`config.mk`:
```
export PLATFORM = sky130hd
export DESIGN_NAME = pct_regs
export DESIGN_NICKNAME = d
export VERILOG_FILES = /design/src/common/pct_pkg.sv /design/src/common/pct_acc_if.sv /design/src/hw/pct_ones_acc.sv /design/src/hw/pct_regs.sv
export SDC_FILE = /design/constraint.sdc
export NUM_CORES = 1
export LEC_CHECK = 0
export ABC_CLOCK_PERIOD_IN_PS = 6000
export BUFFER_PORTS_ARGS = -buffer_cell sky130_fd_sc_hd__buf_2
export CORE_UTILIZATION = 55
export CTS_BUF_LIST = sky130_fd_sc_hd__clkbuf_4 sky130_fd_sc_hd__clkbuf_8
export DETAILED_ROUTE_END_ITERATION = 8
export PLACE_DENSITY_LB_ADDON = 0.05
export SLEW_MARGIN = 15
export SYNTH_ARGS = -nofsm -noshare
export SYNTH_HDL_FRONTEND = slang
export SYNTH_SLANG_ARGS = --single-unit
```
`constraint.sdc`:
```
create_clock -name aclk -period 6 [get_ports aclk]
set_input_delay 0 -clock aclk [delete_from_list [all_inputs] [get_ports aclk]]
set_output_delay 0 -clock aclk [all_outputs]
set_load 0.02 [all_outputs]
```
`src/common/pct_pkg.sv`:
```
// package: register map, fields, reset values and channel codes
// assumes a 32-bit axi4-lite slave with word-aligned registers
package pct_pkg;
  localparam logic [7:0] GEN_CTRL_OFF  = 8'h00;
  localparam logic [7:0] TEST_ACC_OFF  = 8'h04;
  localparam logic [7:0] STATUS_OFF    = 8'h08;
  localparam logic [7:0] GEN_CTRL_RST  = 8'h03;
  localparam int         BIT_HPOL      = 0;
  localparam int         BIT_VPOL      = 1;
  localparam int         BIT_SPLIT     = 2;
  localparam int         BIT_NIBBLE    = 3;
  localparam int         BIT_PED       = 4;
  localparam int         BIT_SYNC      = 5;
  localparam int         BIT_SELOUT    = 7;
  localparam int         BIT_RESULT    = 3;
  localparam logic [7:0] ID_CODE       = 8'hA5;  // arbitrary value
  localparam logic [1:0] RESP_OKAY     = 2'h0;
  localparam logic [1:0] RESP_SLVERR   = 2'h2;
  typedef enum logic [2:0] {
    CH_PAL_R  = 3'h0,
    CH_PAL_G  = 3'h1,
    CH_PAL_B  = 3'h2,
    CH_ID     = 3'h3,
    CH_ONES_R = 3'h4,
    CH_ONES_G = 3'h5,
    CH_ONES_B = 3'h6,
    CH_ANALOG = 3'h7
  } pct_chan_t;
endpackage : pct_pkg

```
`src/common/pct_acc_if.sv`:
```
// interface: pixel stream into the ones accumulator and its result
// assumes one clock shared by both ends
`timescale 1ns/10ps
interface pct_acc_if;
  logic       half_en;
  logic       frame_end;
  logic [7:0] color_byte;
  logic [7:0] ones_total;
  modport ctl (output half_en, output frame_end, output color_byte,
               input ones_total);
  modport acc (input half_en, input frame_end, input color_byte,
               output ones_total);
endinterface : pct_acc_if

```
`src/hw/pct_ones_acc.sv`:
```
// ones accumulator: counts set bits on half_en cycles of each frame, latched at frame end
// assumes strobes are one-cycle pulses on aclk
`timescale 1ns/10ps
module pct_ones_acc (
  input  wire logic aclk,
  input  wire logic aresetn,
  pct_acc_if.acc    acc
);
  logic [7:0] temp_r;
  logic [7:0] total_r;
  logic [3:0] pop;
  logic [8:0] sum;

  always_comb begin
    pop = 4'h0;
    for (int i = 0; i < 8; i++) begin
      pop = pop + {3'h0, acc.color_byte[i]};
    end
    sum = {1'b0, temp_r} + {5'h00, pop};
  end

  always_ff @(posedge aclk) begin
    if (!aresetn) begin
      temp_r  <= 8'h00;
      total_r <= 8'h00;
    end else if (acc.frame_end) begin
      total_r <= temp_r;
      temp_r  <= 8'h00;
    end else if (acc.half_en) begin
      temp_r <= sum[7:0];
    end
  end

  assign acc.ones_total = total_r;
endmodule : pct_ones_acc

```
`src/hw/pct_regs.sv`:
```
// top: general control and test access registers over axi4-lite
// assumes video inputs are asynchronous pins, synchronised here
`timescale 1ns/10ps
module pct_regs (
  input  wire logic        aclk,
  input  wire logic        aresetn,
  input  wire logic [7:0]  s_axi_awaddr,
  input  wire logic        s_axi_awvalid,
  output logic             s_axi_awready,
  input  wire logic [31:0] s_axi_wdata,
  input  wire logic [3:0]  s_axi_wstrb,
  input  wire logic        s_axi_wvalid,
  output logic             s_axi_wready,
  output logic [1:0]       s_axi_bresp,
  output logic             s_axi_bvalid,
  input  wire logic        s_axi_bready,
  input  wire logic [7:0]  s_axi_araddr,
  input  wire logic        s_axi_arvalid,
  output logic             s_axi_arready,
  output logic [31:0]      s_axi_rdata,
  output logic [1:0]       s_axi_rresp,
  output logic             s_axi_rvalid,
  input  wire logic        s_axi_rready,
  input  wire logic        passthru_mode,
  input  wire logic        hsync_in_n,
  input  wire logic        vsync_in_n,
  input  wire logic        blank_in_n,
  input  wire logic        transfer_nibble_flag,
  input  wire logic [7:0]  pal_red,
  input  wire logic [7:0]  pal_green,
  input  wire logic [7:0]  pal_blue,
  input  wire logic        cmp_result,
  output logic             horiz_sync_output,
  output logic             vert_sync_output,
  output logic             external_select_output,
  output logic             split_transfer_enable,
  output logic             nibble_mode_enable,
  output logic             split_flag_out,
  output logic             nibble_upper_sel,
  output logic             pedestal_enable,
  output logic             sync_on_green,
  output logic [3:0]       analog_select
);
  logic [7:0]  ctrl_r;
  logic [2:0]  chan_r;
  logic [3:0]  asel_r;
  logic        result_r;
  logic [4:0]  s1_r;
  logic [4:0]  s2_r;
  logic [23:0] pal1_r;
  logic [23:0] pal2_r;
  logic        vs_d_r;
  logic        bl_d_r;
  logic        half_r;
  logic        aw_hold_r, w_hold_r;
  logic [7:0]  awaddr_r;
  logic [31:0] wdata_r;
  logic [3:0]  wstrb_r;
  logic        wr_go;
  logic        rd_go;
  logic [7:0]  rd_byte;
  logic        rd_hit;
  logic [2:0]  chan_nxt;
  logic [1:0]  ones_sel;
  logic        hs_s, vs_s, bl_s, fl_s, cmp_s;
  logic        vs_fall;
  logic        bl_fall;
  logic [7:0]  ones_byte;
  pct_acc_if   acc_bus ();

  // two-stage sync of the sync, blank, nibble flag and compare pin inputs
  always_ff @(posedge aclk) begin
    if (!aresetn) begin
      s1_r <= 5'h1F;
      s2_r <= 5'h1F;
    end else begin
      s1_r <= {hsync_in_n, vsync_in_n, blank_in_n,
               transfer_nibble_flag, cmp_result};
      s2_r <= s1_r;
    end
  end

  always_ff @(posedge aclk) begin
    if (!aresetn) begin
      pal1_r <= 24'h00_0000;
      pal2_r <= 24'h00_0000;
    end else begin
      pal1_r <= {pal_red, pal_green, pal_blue};
      pal2_r <= pal1_r;
    end
  end

  assign hs_s  = s2_r[4];
  assign vs_s  = s2_r[3];
  assign bl_s  = s2_r[2];
  assign fl_s  = s2_r[1];
  assign cmp_s = s2_r[0];

  always_ff @(posedge aclk) begin
    if (!aresetn) begin
      vs_d_r <= 1'b1;
      bl_d_r <= 1'b1;
      half_r <= 1'b0;
    end else begin
      vs_d_r <= vs_s;
      bl_d_r <= bl_s;
      half_r <= ~half_r;
    end
  end

  assign vs_fall = vs_d_r & ~vs_s;
  assign bl_fall = bl_d_r & ~bl_s;

  // axi4-lite slave
  assign wr_go = aw_hold_r & w_hold_r & ~s_axi_bvalid;
  assign rd_go = s_axi_arvalid & s_axi_arready;

  always_ff @(posedge aclk) begin
    if (!aresetn) begin
      aw_hold_r     <= 1'b0;
      w_hold_r      <= 1'b0;
      awaddr_r      <= 8'h00;
      wdata_r       <= 32'h0000_0000;
      wstrb_r       <= 4'h0;
      s_axi_awready <= 1'b0;
      s_axi_wready  <= 1'b0;
      s_axi_bvalid  <= 1'b0;
      s_axi_bresp   <= pct_pkg::RESP_OKAY;
    end else begin
      s_axi_awready <= ~aw_hold_r & ~s_axi_awready & ~s_axi_bvalid;
      s_axi_wready  <= ~w_hold_r & ~s_axi_wready & ~s_axi_bvalid;
      if (s_axi_awvalid && s_axi_awready) begin
        aw_hold_r     <= 1'b1;
        awaddr_r      <= s_axi_awaddr;
        s_axi_awready <= 1'b0;
      end
      if (s_axi_wvalid && s_axi_wready) begin
        w_hold_r     <= 1'b1;
        wdata_r      <= s_axi_wdata;
        wstrb_r      <= s_axi_wstrb;
        s_axi_wready <= 1'b0;
      end
      if (wr_go) begin
        aw_hold_r    <= 1'b0;
        w_hold_r     <= 1'b0;
        s_axi_bvalid <= 1'b1;
        if (awaddr_r == pct_pkg::GEN_CTRL_OFF ||
            awaddr_r == pct_pkg::TEST_ACC_OFF) begin
          s_axi_bresp <= pct_pkg::RESP_OKAY;
        end else begin
          s_axi_bresp <= pct_pkg::RESP_SLVERR;
        end
      end else if (s_axi_bvalid && s_axi_bready) begin
        s_axi_bvalid <= 1'b0;
      end
    end
  end

  // general control register
  always_ff @(posedge aclk) begin
    if (!aresetn) begin
      ctrl_r <= pct_pkg::GEN_CTRL_RST;
    end else if (wr_go && wstrb_r[0] &&
                 awaddr_r == pct_pkg::GEN_CTRL_OFF) begin
      ctrl_r <= wdata_r[7:0];
    end
  end

  // ones channel rotation 100 -> 101 -> 110
  assign ones_sel = (chan_r == pct_pkg::CH_ONES_B) ? 2'h0
                                                   : chan_r[1:0] + 2'h1;

  always_comb begin
    chan_nxt = chan_r;
    if (wr_go && wstrb_r[0] && awaddr_r == pct_pkg::TEST_ACC_OFF) begin
      chan_nxt = wdata_r[2:0];
    end else if (rd_go && s_axi_araddr == pct_pkg::TEST_ACC_OFF &&
                 !chan_r[2]) begin
      if (chan_r == pct_pkg::CH_PAL_B || chan_r == pct_pkg::CH_ID) begin
        chan_nxt = pct_pkg::CH_PAL_R;
      end else begin
        chan_nxt = chan_r + 3'h1;
      end
    end else if (vs_fall && chan_r[2] &&
                 chan_r != pct_pkg::CH_ANALOG) begin
      chan_nxt = {1'b1, ones_sel};
    end
  end

  always_ff @(posedge aclk) begin
    if (!aresetn) begin
      chan_r <= pct_pkg::CH_PAL_R;
    end else begin
      chan_r <= chan_nxt;
    end
  end

  always_ff @(posedge aclk) begin
    if (!aresetn) begin
      asel_r <= 4'h0;
    end else if (wr_go && wstrb_r[0] &&
                 awaddr_r == pct_pkg::TEST_ACC_OFF) begin
      asel_r <= wdata_r[7:4];
    end
  end

  always_ff @(posedge aclk) begin
    if (!aresetn) begin
      result_r <= 1'b0;
    end else if (bl_fall) begin
      result_r <= cmp_s;
    end
  end

  // accumulator feed
  always_comb begin
    if (chan_r == pct_pkg::CH_ONES_G) begin
      ones_byte = pal2_r[15:8];
    end else if (chan_r == pct_pkg::CH_ONES_B) begin
      ones_byte = pal2_r[7:0];
    end else begin
      ones_byte = pal2_r[23:16];
    end
  end

  assign acc_bus.half_en    = half_r & chan_r[2] &
                              (chan_r != pct_pkg::CH_ANALOG);
  assign acc_bus.frame_end  = vs_fall;
  assign acc_bus.color_byte = ones_byte;

  pct_ones_acc u_acc (
    .aclk    (aclk),
    .aresetn (aresetn),
    .acc     (acc_bus)
  );

  // read mux
  always_comb begin
    rd_byte = 8'h00;
    rd_hit  = 1'b1;
    if (s_axi_araddr == pct_pkg::GEN_CTRL_OFF) begin
      rd_byte = ctrl_r;
    end else if (s_axi_araddr == pct_pkg::TEST_ACC_OFF) begin
      case (chan_r)
        pct_pkg::CH_PAL_R:  rd_byte = pal2_r[23:16];
        pct_pkg::CH_PAL_G:  rd_byte = pal2_r[15:8];
        pct_pkg::CH_PAL_B:  rd_byte = pal2_r[7:0];
        pct_pkg::CH_ID:     rd_byte = pct_pkg::ID_CODE;
        pct_pkg::CH_ANALOG: rd_byte = {asel_r, result_r, chan_r};
        default:            rd_byte = acc_bus.ones_total;
      endcase
    end else if (s_axi_araddr == pct_pkg::STATUS_OFF) begin
      rd_byte = {5'h00, chan_r};
    end else begin
      rd_hit = 1'b0;
    end
  end

  always_ff @(posedge aclk) begin
    if (!aresetn) begin
      s_axi_arready <= 1'b0;
      s_axi_rvalid  <= 1'b0;
      s_axi_rdata   <= 32'h0000_0000;
      s_axi_rresp   <= pct_pkg::RESP_OKAY;
    end else begin
      s_axi_arready <= ~s_axi_arready & ~s_axi_rvalid;
      if (rd_go) begin
        s_axi_arready <= 1'b0;
        s_axi_rvalid  <= 1'b1;
        s_axi_rdata   <= {24'h00_0000, rd_byte};
        s_axi_rresp   <= rd_hit ? pct_pkg::RESP_OKAY
                                : pct_pkg::RESP_SLVERR;
      end else if (s_axi_rvalid && s_axi_rready) begin
        s_axi_rvalid <= 1'b0;
      end
    end
  end

  // video side outputs
  always_ff @(posedge aclk) begin
    if (!aresetn) begin
      horiz_sync_output      <= 1'b1;
      vert_sync_output       <= 1'b1;
      external_select_output <= 1'b0;
      split_transfer_enable  <= 1'b0;
      nibble_mode_enable     <= 1'b0;
      split_flag_out         <= 1'b0;
      nibble_upper_sel       <= 1'b0;
      pedestal_enable        <= 1'b0;
      sync_on_green          <= 1'b0;
      analog_select          <= 4'h0;
    end else begin
      if (passthru_mode) begin
        horiz_sync_output <= hs_s;
        vert_sync_output  <= vs_s;
      end else begin
        horiz_sync_output <= ctrl_r[pct_pkg::BIT_HPOL] ^ hs_s;
        vert_sync_output  <= ctrl_r[pct_pkg::BIT_VPOL] ^ vs_s;
      end
      external_select_output <= ~passthru_mode &
                                ctrl_r[pct_pkg::BIT_SELOUT];
      split_transfer_enable <= ctrl_r[pct_pkg::BIT_SPLIT] &
                               ~ctrl_r[pct_pkg::BIT_NIBBLE];
      nibble_mode_enable <= ctrl_r[pct_pkg::BIT_NIBBLE] &
                            ~ctrl_r[pct_pkg::BIT_SPLIT];
      split_flag_out   <= fl_s & ctrl_r[pct_pkg::BIT_SPLIT] &
                          ~ctrl_r[pct_pkg::BIT_NIBBLE];
      nibble_upper_sel <= fl_s & ctrl_r[pct_pkg::BIT_NIBBLE] &
                          ~ctrl_r[pct_pkg::BIT_SPLIT];
      pedestal_enable <= ctrl_r[pct_pkg::BIT_PED];
      sync_on_green <= ctrl_r[pct_pkg::BIT_SYNC];
      analog_select <= (chan_r == pct_pkg::CH_ANALOG) ? asel_r : 4'h0;
    end
  end
endmodule : pct_regs
```
==> flow_summary.json, run 1 <==
{
  "status": "finished clean",
  "ports_placed_on_the_boundary": 143,
  "final_net_count": 836,
  "grt.met2_usage": 0.396,
  "max-cap-violations": 0,
  "gr-usage-all-layers": 0.237,
  "synth_top_area_cell": "sky130_fd_sc_hd__dfxtp_1",
  "cts.sink_count": 140,
  "cts_inserted_buffers": 17,
  "grt-busiest-layer": "met2",
  "kind_of_end_point_of_the_critical_path": "flip-flop",
  "worst-endpoint-arrival_ns": 5.90,
  "vias_in_the_first_global_route": 4309,
  "cts_hold_repair.buffers": 61,
  "total_leakage_power_nw": 2.90,
  "final-max-slew-violation-count": 0,
  "timing.rr.start": "chan_r[1]$_SDFFE_PN0P_",
  "tritoncts": "done",
  "worstSetupStartpoint": "chan_r[1]$_SDFFE_PN0P_",
  "sequential_cell_area_fraction_in_the_yosys_report": 0.491,
  "synth-edff-count": 0,
  "postCtsResizedCells": 0,
  "initial_core_util": 0.576,
  "slew_headroom": 0.360,
  "avgViaCountPerCell": 5.07,
  "cts.root.buffer_cell": "sky130_fd_sc_hd__clkbuf_8",
  "netlist.area_leader.share": 0.491,
  "synth_top_family_by_area": "simple AND/OR/NAND/NOR gates",
  "h-tree-depth": 4,
  "floorplan.die.width_um": 104,
  "dpl.cell_count": 784,
  "period_needed_ns": 5.54,
  "place_congestion": 0.833,
  "fmax_ghz": 0.180,
  "hold_start": "s_axi_araddr[7]",
  "min_path_cells": 4,
  "synthesis.instances": 593,
  "fillerInstances": 788,
  "tightest_slew_ns": 0.959,
  "total_core_area_um2": 9910,
  "routed-via-count": 4441,
  "cts-root-to-sink-buffers": 2,
  "first_pass_grt_wire_length_um": 20200,
  "xor_xnor_cell_area_share_of_the_yosys_netlist": 0.0108,
  "post_synth_and_or_nand_nor_area_fraction": 0.213,
  "worstSkewPairLatency_ns": 0.43,
  "power.ir.vdd_worst_mv": 0.193,
  "drt_first_iter_violations": 277,
  "timing.hold.worst.class": "in2reg",
  "cp.required_ns": 6.36,
  "ys_warn_count": 0,
  "rsz0062_at_grt": "false",
  "final.setup_skew_ns": 0.00800,
  "design.die.area_um2": 10800,
  "synth-adder-area-share": 0.0417,
  "worst_r2r_path_depth": 18,
  "r2r_end": "u_acc.temp_r[7]$_SDFFE_PP0P_",
  "fin_setup_tns_ns": 0,
  "post_synthesis_compound_gate_area_fraction": 0.153,
  "antenna_found_initial": 0,
  "portBuffers": 89,
  "final_layout_size_suffix_gt1_frac": 0.175,
  "worstPathMaxFanout": 19,
  "number_of_hold_violations_in_the_final_report": 0,
  "startpoint_type": "flip-flop",
  "grt_overflow_total": 0,
  "detail_route.first_pass.iterations": 5,
  "die_h_um": 104,
  "timing.setup.critical_path_class": "reg2reg",
  "routedWlPerCell_um": 13.6,
  "final_min_period_over_clock_period": 0.924,
  "routed_wire_length_um": 12000,
  "antenna_cells_inserted": 0,
  "worst_case_hold_path_end_point": "s_axi_rdata[1]$_SDFFE_PN0P_",
  "synth_flop_cell": "sky130_fd_sc_hd__dfxtp_1",
  "drc_errors": 0,
  "sum_of_net_half_perimeters_after_detailed_placement_um": 7750,
  "layout.cells.non_filler": 876,
  "syn_avg_cell_area_um2": 9.62,
  "site_rows": 36,
  "post-cts-setup-buffer-count": 0,
  "met3_global_route_usage": 0.0478,
  "ys_seq_elements": 140,
  "async_set_or_reset_register_ratio_after_synthesis": 0,
  "final-setup-viol-count": 0,
  "grt_max_degree": 127,
  "synth_cell_type_count": 55,
  "antenna_violating_nets_post_route": 0,
  "synthMuxAreaShare": 0.0211,
  "r2r_slack_ns": 0.46,
  "syn-cell-area_um2": 5700,
  "fin_hold_ws_ns": 0.0483,
  "grt_util_met1": 0.295,
  "clkSlewWorstSetupHoldPaths_ns": 0.07,
  "layout-area-overhead-vs-synth_pct": 23.7,
  "powerDensity_nw_per_um2": 258,
  "synth_area_leaders": "sky130_fd_sc_hd__dfxtp_1 (49%), sky130_fd_sc_hd__and2_1 (6.4%), sky130_fd_sc_hd__nand2_1 (4.9%), sky130_fd_sc_hd__a21boi_0 (4.3%), sky130_fd_sc_hd__buf_4 (3.7%)"
}
-- cells in the mapped netlist (all sizes together) (5+ instances only) --
| cell type | count |
|---|---|
| dfxtp | 140 |
| nand2 | 75 |
| clkbuf | 22 |
| nand2b | 17 |
| xnor2 | 6 |
| mux2i | 12 |
| ha | 11 |
| nor2 | 13 |
| and2 | 59 |
| buf | 36 |
| fa | 5 |
| nand3 | 13 |
| inv | 12 |
| a21oi | 24 |
| a21boi | 33 |
| a222oi | 8 |
| o211ai | 9 |
| a22oi | 13 |
| nor2b | 16 |
| o21ai | 19 |
| nor3 | 9 |
-- cell type report --
| class | instances | area (um2) | area share |
|---|---|---|---|
| sequential | 140 | 2800 | 0.397 |
| multi-input combinational | 408 | 2600 | 0.369 |
| timing repair buffer | 152 | 1070 | 0.152 |
| clock buffer | 26 | 333 | 0.0472 |
| tap | 133 | 166 | 0.0236 |
| inverter | 12 | 45.0 | 0.00639 |
| clock inverter | 5 | 33.8 | 0.00479 |
-- flip-flops by register name (all words and copies together) (netlist names), 3 cells and up --
name,count
analog_select,4
asel_r,4
awaddr_r,8
chan_r,3
ctrl_r,8
pal1_r,24
pal2_r,24
s1_r,5
s2_r,5
s_axi_rdata,8
u_acc.acc.ones_total,8
u_acc.temp_r,8
wdata_r,8
-- placed cells by master, fill, tap and decap left out, types with 3 or more instances in the layout --
master,count
sky130_fd_sc_hd__o21ai_0,18
sky130_fd_sc_hd__inv_1,12
sky130_fd_sc_hd__nor3_1,9
sky130_fd_sc_hd__a22o_1,4
sky130_fd_sc_hd__dfxtp_1,140
sky130_fd_sc_hd__conb_1,26
sky130_fd_sc_hd__a22oi_1,13
sky130_fd_sc_hd__a21oi_1,24
sky130_fd_sc_hd__nand2b_1,17
sky130_fd_sc_hd__mux2i_1,12
sky130_fd_sc_hd__o21a_1,3
sky130_fd_sc_hd__fa_1,5
sky130_fd_sc_hd__nor2_1,13
sky130_fd_sc_hd__ha_1,11
sky130_fd_sc_hd__and2_1,58
sky130_fd_sc_hd__and3b_1,3
sky130_fd_sc_hd__a21boi_0,33
sky130_fd_sc_hd__clkbuf_4,4
sky130_fd_sc_hd__nand3_1,13
sky130_fd_sc_hd__clkbuf_8,22
sky130_fd_sc_hd__o211ai_1,9
sky130_fd_sc_hd__dlygate4sd3_1,61
sky130_fd_sc_hd__a222oi_1,8
sky130_fd_sc_hd__xnor2_1,6
sky130_fd_sc_hd__nor2b_1,16
sky130_fd_sc_hd__nand2_1,75
sky130_fd_sc_hd__buf_2,89
-- worst max-delay path, stage by stage (launching register included) --
cell and delay (ns):
sky130_fd_sc_hd__dfxtp_1 0.40, sky130_fd_sc_hd__inv_1 0.10, sky130_fd_sc_hd__ha_1 0.42, sky130_fd_sc_hd__nor2b_1 0.56
sky130_fd_sc_hd__a22oi_1 0.13, sky130_fd_sc_hd__o21ai_0 0.26, sky130_fd_sc_hd__ha_1 0.29, sky130_fd_sc_hd__fa_1 0.53
sky130_fd_sc_hd__inv_1 0.05, sky130_fd_sc_hd__fa_1 0.50, sky130_fd_sc_hd__fa_1 0.47, sky130_fd_sc_hd__fa_1 0.55
sky130_fd_sc_hd__inv_1 0.05, sky130_fd_sc_hd__ha_1 0.27, sky130_fd_sc_hd__a21o_1 0.16, sky130_fd_sc_hd__a21o_1 0.20
sky130_fd_sc_hd__a21oi_1 0.24, sky130_fd_sc_hd__o21ai_0 0.13, sky130_fd_sc_hd__a21oi_1 0.13
-- layer usage --
layer  vias to the layer above  part of all wire  wire (um)
met5                         -                 0          0
met4                         0             0.019        223
met3                        20             0.045        543
met2                       153              0.49       5910
met1                      2020              0.44       5270
li1                       2248                 -          -
-- power breakdown --
group / total [mW] / switching (mW) / internal (mW)
Clock: 0.678 / 0.321 / 0.356
Sequential: 0.980 / 0.0181 / 0.962
Combinational: 0.164 / 0.0847 / 0.0798
Total: 1.82 / 0.424 / 1.40
-- through the flow --
stage	total power, mW	cell area, um2	utilization	worst slack, ns
final	1.82	7050	0.712	0.458
after global routing	1.91	7050	0.712	0.0235
after CTS	1.84	7050	0.712	0.490
after detailed placement	1.13	6080	0.613	0.539
after global placement	1.13	6080	0.613	0.648
after floorplan	1.10	5800	-	1.05
-- worst max-delay path by stage --
stage	to	slack [ns]	depth (start not counted)
CTS	u_acc.temp_r[7]$_SDFFE_PP0P_	0.49	18
global placement	u_acc.temp_r[7]$_SDFFE_PP0P_	0.65	18
floorplan	u_acc.temp_r[7]$_SDFFE_PP0P_	1.05	20
finish	u_acc.temp_r[7]$_SDFFE_PP0P_	0.46	18
global route	u_acc.temp_r[7]$_SDFFE_PP0P_	0.02	18
detailed placement	u_acc.temp_r[7]$_SDFFE_PP0P_	0.54	18
-- kinds of logic after synthesis --
logic type               after synthesis
multiplexers                          12
other                                  1
buffers and inverters                 70
AND/OR/NAND/NOR                      221
XOR/XNOR                               7
flip-flops                           140
adder cells (fa/ha/maj)               16
AO/OA/AOI/OAI                        126
No activity file was read; power rests on OpenSTA's default activity.
==> run 2, diff against run 1 <==
Settings changed: ABC_CLOCK_PERIOD_IN_PS 6000 to 6600, CORE_UTILIZATION 55 to 59.
Clock period 6 ns to 6.6 ns, I/O delays scaled along.
==> flow_summary.json, run 2 (synthesized netlist as in run 1, its figures left out) <==
{
  "status": "finished clean",
  "worstPathMaxFanout": 19,
  "cts_inserted_buffers": 17,
  "post-route-util": 0.758,
  "die_h_um": 100,
  "antenna_found_initial": 0,
  "final-max-slew-violation-count": 0,
  "worst_case_hold_path_end_point": "s_axi_rdata[1]$_SDFFE_PN0P_",
  "tritoncts": "done",
  "timing.hold.worst.class": "in2reg",
  "layout_top_registers": "pal1_r: 24 flops, pal2_r: 24 flops",
  "cp.required_ns": 6.95,
  "netSwitchingPower_mw": 0.435,
  "worstSkewPairLatency_ns": 0.43,
  "floorplan.die.width_um": 100,
  "drt_first_iter_violations": 244,
  "grt_overflow_total": 0,
  "detail_route.first_pass.iterations": 5,
  "gr-usage-all-layers": 0.260,
  "post-cts-setup-buffer-count": 0,
  "sum_of_net_half_perimeters_after_detailed_placement_um": 7730,
  "hold_start": "s_axi_araddr[3]",
  "most_common_cell_after_layout_fill_and_taps_aside": "sky130_fd_sc_hd__dfxtp_1",
  "fmax_ghz": 0.180,
  "cts-root-to-sink-buffers": 2,
  "clock_power_share": 0.373,
  "kind_of_end_point_of_the_critical_path": "flip-flop",
  "max-cap-violations": 0,
  "worst_r2r_path_depth": 18,
  "powerDensity_nw_per_um2": 236,
  "final_min_period_over_clock_period": 0.842,
  "ports_placed_on_the_boundary": 143,
  "site_rows": 35,
  "power.sequential.fraction": 0.536,
  "routed_wire_length_um": 12500,
  "total_leakage_power_nw": 2.88,
  "cell_internal_pwr_mw": 1.23,
  "rsz0062_at_grt": "false",
  "grt_max_degree": 127,
  "h-tree-depth": 4,
  "tightest_slew_ns": 0.944,
  "fillerInstances": 683,
  "routedWlPerCell_um": 14.3,
  "design.die.area_um2": 10100,
  "power.ir.vdd_worst_mv": 0.152,
  "antenna_cells_inserted": 0,
  "switching_share": 0.262,
  "r2r_slack_ns": 1.05,
  "portBuffers": 89,
  "routed-via-count": 4553,
  "initial_core_util": 0.614,
  "fin_setup_tns_ns": 0,
  "cts.root.buffer_cell": "sky130_fd_sc_hd__clkbuf_8",
  "total_core_area_um2": 9280,
  "worst-endpoint-arrival_ns": 5.90,
  "first_pass_grt_wire_length_um": 20300,
  "place_congestion": 0.835,
  "antenna_violating_nets_post_route": 0,
  "avgViaCountPerCell": 5.22,
  "vias_in_the_first_global_route": 4291,
  "combinational_power_share": 0.091,
  "timing.setup.critical_path_class": "reg2reg",
  "timing.rr.start": "chan_r[1]$_SDFFE_PN0P_",
  "highest_count_cells_in_the_layout_ignoring_fill_and_taps": "sky130_fd_sc_hd__dfxtp_1 (140), sky130_fd_sc_hd__buf_2 (89), sky130_fd_sc_hd__nand2_1 (75)",
  "drc_errors": 0,
  "number_of_hold_violations_in_the_final_report": 0,
  "period_needed_ns": 5.55,
  "final_net_count": 835,
  "r2r_end": "u_acc.temp_r[7]$_SDFFE_PP0P_",
  "min_path_cells": 4,
  "layout-area-overhead-vs-synth_pct": 23.3,
  "final-setup-viol-count": 0,
  "clkSlewWorstSetupHoldPaths_ns": 0.07,
  "final.setup_skew_ns": 0.0162,
  "final_layout_size_suffix_gt1_frac": 0.175,
  "slew_headroom": 0.370,
  "startpoint_type": "flip-flop",
  "cts.sink_count": 140
}
-- run 2: power by group through the flow --
stage / clock, mW / combinational, mW / sequential [mW]
3_5_place_dp: 0 / 0.122 / 0.909
5_1_grt: 0.669 / 0.167 / 0.893
3_3_place_gp: 0 / 0.118 / 0.909
2_1_floorplan: 0 / 0.0918 / 0.910
6_report: 0.620 / 0.152 / 0.890
4_1_cts: 0.631 / 0.149 / 0.890
-- run 2: how the worst max path moves through the flow --
stage	startpoint	endpoint	slack [ns]
2_1_floorplan	chan_r[0]$_SDFFE_PN0P_	u_acc.temp_r[7]$_SDFFE_PP0P_	1.65
6_report	chan_r[1]$_SDFFE_PN0P_	u_acc.temp_r[7]$_SDFFE_PP0P_	1.05
5_1_grt	chan_r[1]$_SDFFE_PN0P_	u_acc.temp_r[7]$_SDFFE_PP0P_	0.59
4_1_cts	chan_r[1]$_SDFFE_PN0P_	u_acc.temp_r[7]$_SDFFE_PP0P_	1.10
3_5_place_dp	chan_r[1]$_SDFFE_PN0P_	u_acc.temp_r[7]$_SDFFE_PP0P_	1.12
3_3_place_gp	chan_r[1]$_SDFFE_PN0P_	u_acc.temp_r[7]$_SDFFE_PP0P_	1.24
-- run 2: what timing repair did --
item,4_1_cts,5_1_grt
hold buffers,61,0
endpoints found under the hold margin,53,0
endpoints found under the setup margin,0,0
resized for setup,0,0
-- run 2: per-layer routing --
metal / GRT usage / vias to the layer above / share of wire
met1: 0.328 / 2102 / 0.43
met2: 0.434 / 188 / 0.49
met3: 0.0515 / 22 / 0.057
met4: 0.110 / 0 / 0.020
li1: - / 2241 / -
met5: 0 / - / 0
-- run 2: layout make-up --
class	count	area (um2)	share of cell area
repair buffers	151	1060	0.151
flip-flops and latches	140	2800	0.399
multi-input cells	408	2600	0.370
clock buffers	19	255	0.0363
well taps	129	161	0.0229
clock inverters	13	104	0.0148
inverters	12	45.0	0.00640
-- run 2: critical path: stages, from the launching register on --
cell                      delay (ns)
sky130_fd_sc_hd__dfxtp_1        0.40
sky130_fd_sc_hd__inv_1          0.11
sky130_fd_sc_hd__ha_1           0.40
sky130_fd_sc_hd__nor2b_1        0.55
sky130_fd_sc_hd__a22oi_1        0.14
sky130_fd_sc_hd__o21ai_0        0.23
sky130_fd_sc_hd__ha_1           0.29
sky130_fd_sc_hd__fa_1           0.54
sky130_fd_sc_hd__inv_1          0.06
sky130_fd_sc_hd__fa_1           0.51
sky130_fd_sc_hd__fa_1           0.47
sky130_fd_sc_hd__fa_1           0.56
sky130_fd_sc_hd__inv_1          0.06
sky130_fd_sc_hd__ha_1           0.27
sky130_fd_sc_hd__a21o_1         0.16
sky130_fd_sc_hd__a21o_1         0.20
sky130_fd_sc_hd__a21oi_1        0.26
sky130_fd_sc_hd__o21ai_0        0.13
sky130_fd_sc_hd__a21oi_1        0.14
-- run 2: through the flow --
stage               hold WS [ns]  power, mW  instances  worst slack, ns  instance area, um2
detailed placement         0.183       1.03        779             1.12                6060
floorplan                  0.101       1.00        618             1.65                5800
finish                    0.0345       1.66        872             1.05                7030
CTS                      0.00864       1.67        872             1.10                7030
global route              0.0842       1.73        872            0.585                7030
global placement           0.184       1.03        779             1.24                6060
